**src/core/ils_pkg.sv**
```systemverilog
// Constants for the I/O extension module status indicator logic.
// Assumes a single 100 MHz system clock and an active-high async reset.
//
// Notes on behaviour
// All three lamps steady during self-test
// Ready, no exchange: green flashes only
// Link lost: relays off, green flash, red
// Exchange, no diagnosis: green steady only
// Exchange with diagnosis: green, yellow flashes
// Hardware defect: red flashes, overrides all
// Host parameters applied automatically after link
// Common 2 Hz 50 percent blink
package ils_pkg;

  // ----------------------------------------
  // Timing
  // ----------------------------------------
  localparam int unsigned CLK_FREQ_HZ = 100_000_000; // System clock rate
  localparam int unsigned BLINK_FREQ_HZ = 2; // Blink rate
  // Half period in cycles (toggle point of the blink)
  localparam int unsigned BLINK_HALF_CYC = CLK_FREQ_HZ / (2 * BLINK_FREQ_HZ);
  localparam int unsigned BLINK_CNT_W = 25; // Width of blink counter
  localparam logic [BLINK_CNT_W-1:0] BLINK_LAST =
    BLINK_CNT_W'(BLINK_HALF_CYC - 1); // Last count of a half period

  // ----------------------------------------
  // Widths and reset values
  // ----------------------------------------
  localparam int unsigned RELAY_W = 4; // Relay outputs
  localparam int unsigned PARAM_W = 16; // Parameter word width
  localparam int unsigned PARAM_N = 8; // Parameter words held
  localparam int unsigned PADDR_W = 3; // Parameter index width
  localparam logic [RELAY_W-1:0] RELAY_OFF = 4'h0; // All relays open
  localparam logic [PARAM_W-1:0] PARAM_RST = 16'h0000; // Parameter reset value

  // Operating states
  typedef enum logic [2:0] {
    ILS_SELFTEST,
    ILS_READY,
    ILS_EXCHANGE,
    ILS_LINK_LOST,
    ILS_DEFECT
  } ils_state_t;

endpackage : ils_pkg

```
**src/core/ils_status.sv**
```systemverilog
// Status tracking, indicator drive, relay gating and parameter store.
// Assumes host link events arrive as synchronous levels from the link layer.
`timescale 1ns/1ps
`default_nettype none
module ils_status (
  input wire logic sys_clk_in, // System clock
  input wire logic rst_in, // Async reset, active high
  input wire logic selftest_done_in, // Self-test finished, level
  input wire logic hw_defect_in, // Internal defect detected, level
  input wire logic link_up_in, // Cyclic exchange running, level
  input wire logic diag_pending_in, // Any diagnosis pending, level
  input wire logic [ils_pkg::RELAY_W-1:0] relay_cmd_in, // Relay command from host
  input wire logic param_we_in, // Parameter write strobe from host
  input wire logic [ils_pkg::PADDR_W-1:0] param_addr_in, // Parameter index
  input wire logic [ils_pkg::PARAM_W-1:0] param_data_in, // Parameter value
  output logic led_green_out, // Green lamp, high = lit
  output logic led_yellow_out, // Yellow lamp, high = lit
  output logic led_red_out, // Red lamp, high = lit
  output logic [ils_pkg::RELAY_W-1:0] relay_out, // Relay drive
  output logic params_valid_out, // Parameters received since link up
  output logic [ils_pkg::PARAM_W*ils_pkg::PARAM_N-1:0] params_out // Applied parameters
);
  import ils_pkg::*;

  // ----------------------------------------
  // Blink divider
  // ----------------------------------------
  logic [BLINK_CNT_W-1:0] blink_cnt; // Half period counter
  logic [BLINK_CNT_W-1:0] next_blink_cnt; // Next count
  logic blink; // Blink phase
  logic next_blink; // Next phase

  // Count half periods, toggle phase
  always_comb
  begin
    next_blink_cnt = blink_cnt + 1'b1;
    next_blink = blink;
    // Common blink divider
    if (blink_cnt == BLINK_LAST)
    begin
      next_blink_cnt = '0;
      next_blink = ~blink;
    end
  end

  // Divider registers
  always_ff @(posedge sys_clk_in or posedge rst_in)
  begin
    if (rst_in)
    begin
      blink_cnt <= '0;
      blink <= 1'b0;
    end
    else
    begin
      blink_cnt <= next_blink_cnt;
      blink <= next_blink;
    end
  end

  // ----------------------------------------
  // Operating state
  // ----------------------------------------
  ils_state_t state; // Current state
  ils_state_t next_state; // Next state

  // State transitions
  always_comb
  begin
    next_state = state;
    unique case (state)
      ILS_SELFTEST:
      begin
        if (selftest_done_in)
          next_state = ILS_READY;
      end
      ILS_READY:
      begin
        if (link_up_in)
          next_state = ILS_EXCHANGE;
      end
      ILS_EXCHANGE:
      begin
        if (!link_up_in)
          next_state = ILS_LINK_LOST;
      end
      ILS_LINK_LOST:
      begin
        if (link_up_in)
          next_state = ILS_EXCHANGE;
      end
      ILS_DEFECT:
      begin
        next_state = ILS_DEFECT; // Held until reset
      end
    endcase
    // Defect overrides all
    if (hw_defect_in)
      next_state = ILS_DEFECT;
  end

  // State register
  always_ff @(posedge sys_clk_in or posedge rst_in)
  begin
    if (rst_in)
      state <= ILS_SELFTEST;
    else
      state <= next_state;
  end

  // ----------------------------------------
  // Lamps and relays
  // ----------------------------------------
  logic next_green; // Next green
  logic next_yellow; // Next yellow
  logic next_red; // Next red
  logic [RELAY_W-1:0] next_relay; // Next relay drive

  // Decode lamps and relays from next state
  always_comb
  begin
    next_green = 1'b0;
    next_yellow = 1'b0;
    next_red = 1'b0;
    next_relay = RELAY_OFF;
    unique case (next_state)
      // Self-test all on
      ILS_SELFTEST:
      begin
        next_green = 1'b1;
        next_yellow = 1'b1;
        next_red = 1'b1;
      end
      // Ready green flashes
      ILS_READY:
      begin
        next_green = next_blink;
      end
      // Exchange lamps and relays
      ILS_EXCHANGE:
      begin
        next_green = 1'b1;
        next_yellow = diag_pending_in & next_blink;
        next_relay = relay_cmd_in;
      end
      // Link lost relays off
      ILS_LINK_LOST:
      begin
        next_green = next_blink;
        next_red = 1'b1;
      end
      // Defect red flashes
      ILS_DEFECT:
      begin
        next_red = next_blink;
      end
    endcase
  end

  // Output registers
  always_ff @(posedge sys_clk_in or posedge rst_in)
  begin
    if (rst_in)
    begin
      led_green_out <= 1'b1;
      led_yellow_out <= 1'b1;
      led_red_out <= 1'b1;
      relay_out <= RELAY_OFF;
    end
    else
    begin
      led_green_out <= next_green;
      led_yellow_out <= next_yellow;
      led_red_out <= next_red;
      relay_out <= next_relay;
    end
  end

  // ----------------------------------------
  // Parameter store
  // ----------------------------------------
  logic [PARAM_W-1:0] param_mem [PARAM_N]; // Stored parameters
  logic [PARAM_W-1:0] next_param_mem [PARAM_N]; // Next values
  logic next_params_valid; // Next valid flag
  logic accept; // Host write accepted

  // Accept host download
  assign accept = param_we_in && (state == ILS_EXCHANGE) && link_up_in;

  // Next parameter values and valid flag
  always_comb
  begin
    next_param_mem = param_mem;
    next_params_valid = params_valid_out;
    if (accept)
    begin
      next_param_mem[param_addr_in] = param_data_in;
      next_params_valid = 1'b1;
    end
    else if (state != ILS_EXCHANGE)
      next_params_valid = 1'b0;
  end

  // Parameter registers, one per entry
  genvar gi;
  generate
    for (gi = 0; gi < PARAM_N; gi++)
    begin : g_param
      always_ff @(posedge sys_clk_in or posedge rst_in)
      begin
        if (rst_in)
          param_mem[gi] <= PARAM_RST;
        else
          param_mem[gi] <= next_param_mem[gi];
      end
      assign params_out[gi*PARAM_W +: PARAM_W] = param_mem[gi];
    end
  endgenerate

  // Valid flag register
  always_ff @(posedge sys_clk_in or posedge rst_in)
  begin
    if (rst_in)
      params_valid_out <= 1'b0;
    else
      params_valid_out <= next_params_valid;
  end

endmodule : ils_status
`default_nettype wire

```
**config.mk**
```make
export PLATFORM = sky130hd
export DESIGN_NAME = ils_status
export DESIGN_NICKNAME = d
export VERILOG_FILES = /design/src/core/ils_pkg.sv /design/src/core/ils_status.sv
export SDC_FILE = /design/constraint.sdc
export NUM_CORES = 1
export LEC_CHECK = 0
export BUFFER_PORTS_ARGS = -buffer_cell sky130_fd_sc_hd__buf_4
export CAP_MARGIN = 25
export CORE_MARGIN = 10
export CORE_UTILIZATION = 25
export DETAILED_ROUTE_END_ITERATION = 6
export GPL_TIMING_DRIVEN = 0
export PLACE_DENSITY_LB_ADDON = 0.25
export SLEW_MARGIN = 20
export SYNTH_ARGS = -nofsm -noshare
export SYNTH_HDL_FRONTEND = slang
export SYNTH_SLANG_ARGS = --single-unit
export TNS_END_PERCENT = 30
```
**constraint.sdc**
```tcl
create_clock -name sys_clk_in -period 8.1 [get_ports sys_clk_in]
set_clock_uncertainty 0.05 [all_clocks]
set_input_delay 0.405 -clock sys_clk_in [delete_from_list [all_inputs] [get_ports sys_clk_in]]
set_output_delay 0.405 -clock sys_clk_in [all_outputs]
set_load 0.05 [all_outputs]
```
==> metrics.txt <==
Worst slew margin 41.55%; share of cells above drive strength 1 50.53%; maximum clock insertion buffer count 2; met2 track demand over resource 17.70%; 1st-iter DRT viols 196; I/O Pins 166; initial antenna violation count 1; clk sink count 165; Avg WL per Cell 19.10 µm; actual transition at the worst max-transition pin 876.7 ps; die area 33,590 µm²; Mapped Cells 462; # DRC 0; EDFF count, synth 0; RSZ-0062 raised after global routing no; Post-Route WL 18,990 µm; library cells used by synthesis 48; WP data required 8350 ps; final hold vios 0; HPWL after detailed placement 14,150 µm; TritonCTS buffer count 17; FMAX 389.7 MHz; setup TNS 0 ps; Post-Syn Area 6664 µm²; global routing usage on met1 14.46%; busiest grt layer met2; Avg Cell Area, Syn 14.42 µm²; worst hold path type in -> reg; Worst Setup End Kind flip-flop; sequential-to-total area share from yosys stat 62.02%; top post-synthesis cells by area dfrtp_1, mux2_2, mux2_4; Final Cycle Share 31.68%; Tot GR Track Use 11.34%; Clock transition at path regs 70 ps; first-pass GRT wire length 29,550 µm; Critical Path Fanout Max 10; Diodes inserted 0; Core Rows 59; vias in the first global route 4,962; TritonCTS clock tree built; global route overflow 0; Setup Fix Bufs, Post-CTS 0; Main synth FF type dfrtp_1; final net count 677; pwr dens 190.6 nW/µm²; Synth area leader dfrtp_1; asr flop ratio synth 100.0%; leakage power 4.506 nW; Commonest cells post-synth dfrtp_1, mux2_2, nand2_1, nor2_1, o21ai_0; vias 4,444; CTS Hold Bufs 1; clk_lat worst skew 420 ps; status finished clean; Final Wtd Congestion 0.7717; WP data arrival 2820 ps; YS warnings 0; first drt pass iteration count 4; area delta synth->final 33.78%; top cell type's share of synthesized area 60.83%; Root Buffer clkbuf_16; Die Ht 183.3 µm; Core Footprint 26,130 µm²; met3 Use GR 4.071%; Max IR drop VDD 0.0001054 V; final core area utilization 34.11%; IO buf count 163; critical path class reg -> reg; die width 183.3 µm; initial core utilization 25.50%; dominant cell by count in the synthesized netlist dfrtp_1; Syn Nets 493; post-route ant nets 0; Vias/cell 4.471; largest net degree at the start of global routing 89; Min Clock Period, post-route 2566 ps; Worst Setup Start Kind flip-flop; Final Setup Violations 0; H-tree depth 4; Final Max Tran Viols 0; total of max-cap violations 0; post-synthesis register bit count 165; post-CTS sizing 0
final cells by class:
cell class / instances / area (µm²)
Timing Repair Buffer: 165 / 1261
Tap cell: 335 / 419.2
Clock inverter: 15 / 137.6
Fill cell: 2578 / 17220
Inverter: 10 / 45.04
Buffer: 16 / 91.34
Clock buffer: 17 / 425.4
Multi-Input combinational cell: 271 / 2402
Sequential cell: 165 / 4133
layout by cell type, fill, tap and decap left out, types with 2 or more instances in the layout:
master and instances:
buf_4 166, dfrtp_1 162, mux2_2 108, clkbuf_16 17, nor2_1 14, nand2_1 14
o21ai_0 11, clkbuf_1 10, mux2_1 10, mux2_4 10, nand3_1 10, inv_1 9
a21oi_1 8, or3_1 7, xor2_1 7, nand4_1 6, nor3_1 6, xnor2_1 6
inv_8 6, or4_1 5, and2_1 5, clkinvlp_4 5, mux2i_1 4, nand3b_1 3
and4_1 3, and3_1 3, a31oi_1 3, nor4_1 3, inv_6 3, dfstp_2 3
nor3b_4 2, nor4b_1 2, nor2b_1 2, a21o_1 2, or2_2 2, o31ai_1 2
clkinv_4 2
routing by layer:
layer  vias to the layer above  wire (µm)
li1                       2028          -
met5                         -          0
met2                       132       8580
met3                        16       1372
met1                      2268       8787
met4                         0        248
critical path, stage by stage, from the launching register on:
cell and delay, ps:
dfrtp_1 460, nand2b_4 210, nor4_2 350, nand3b_1 470, clkbuf_1 490, mux2_2 400
report_power, final:
part | internal [mW] | switching [mW] | total (mW)
Clock | 0.407 | 0.374 | 0.780
Combinational | 0.0255 | 0.0594 | 0.0848
Sequential | 0.830 | 0.00407 | 0.834
Total | 1.26 | 0.437 | 1.70
path summary, 6_finish.rpt:
path                            slack (ps)           start             end  depth (start not counted)
min in group asynchronous              530          rst_in  params_out[43]                          3
worst min register to register         440  params_out[64]  params_out[64]                          1
worst max-delay path                  5530        state[2]  params_out[93]                          5
worst max register to register        5530        state[2]  params_out[93]                          5
worst min-delay path                   130    hw_defect_in        state[1]                          2
max in group asynchronous             6630          rst_in   led_green_out                          4
sequential cells by signal (all words and copies together) (netlist names):
signal,flops
blink_cnt,25
led_red_out,1
state,3
relay_out,4
params_out,128
led_yellow_out,1
led_green_out,1
blink,1
params_valid_out,1
metrics by stage:
stage | std cells | power, mW | hold slack [ps] | setup slack, ps | cell area [µm²]
floorplan | 462 | 0.8937 | 407.0 | 3188 | 6664
global placement | 960 | 0.9324 | 420.8 | 1404 | 8307
detailed placement | 961 | 0.9368 | 431.4 | 5393 | 8342
CTS | 994 | 1.728 | 105.3 | 5391 | 8915
global route | 994 | 1.772 | 109.5 | 5328 | 8915
finish | 994 | 1.699 | 130.6 | 5534 | 8915
kinds of logic (layout without fill, tap and decap cells):
| logic type | after synthesis | in the layout | share of synthesized area [%] |
|---|---|---|---|
| flip-flops | 165 | 165 | 62.02 |
| multiplexers | 132 | 132 | 22.79 |
| AND/OR/NAND/NOR | 94 | 94 | 8.619 |
| AO/OA/AOI/OAI | 31 | 31 | 2.741 |
| buffers and inverters | 26 | 223 | 1.934 |
| XOR/XNOR | 13 | 13 | 1.709 |
| adder cells (fa/ha/maj) | 1 | 1 | 0.1877 |
No activity file was read; power rests on OpenSTA's default activity.
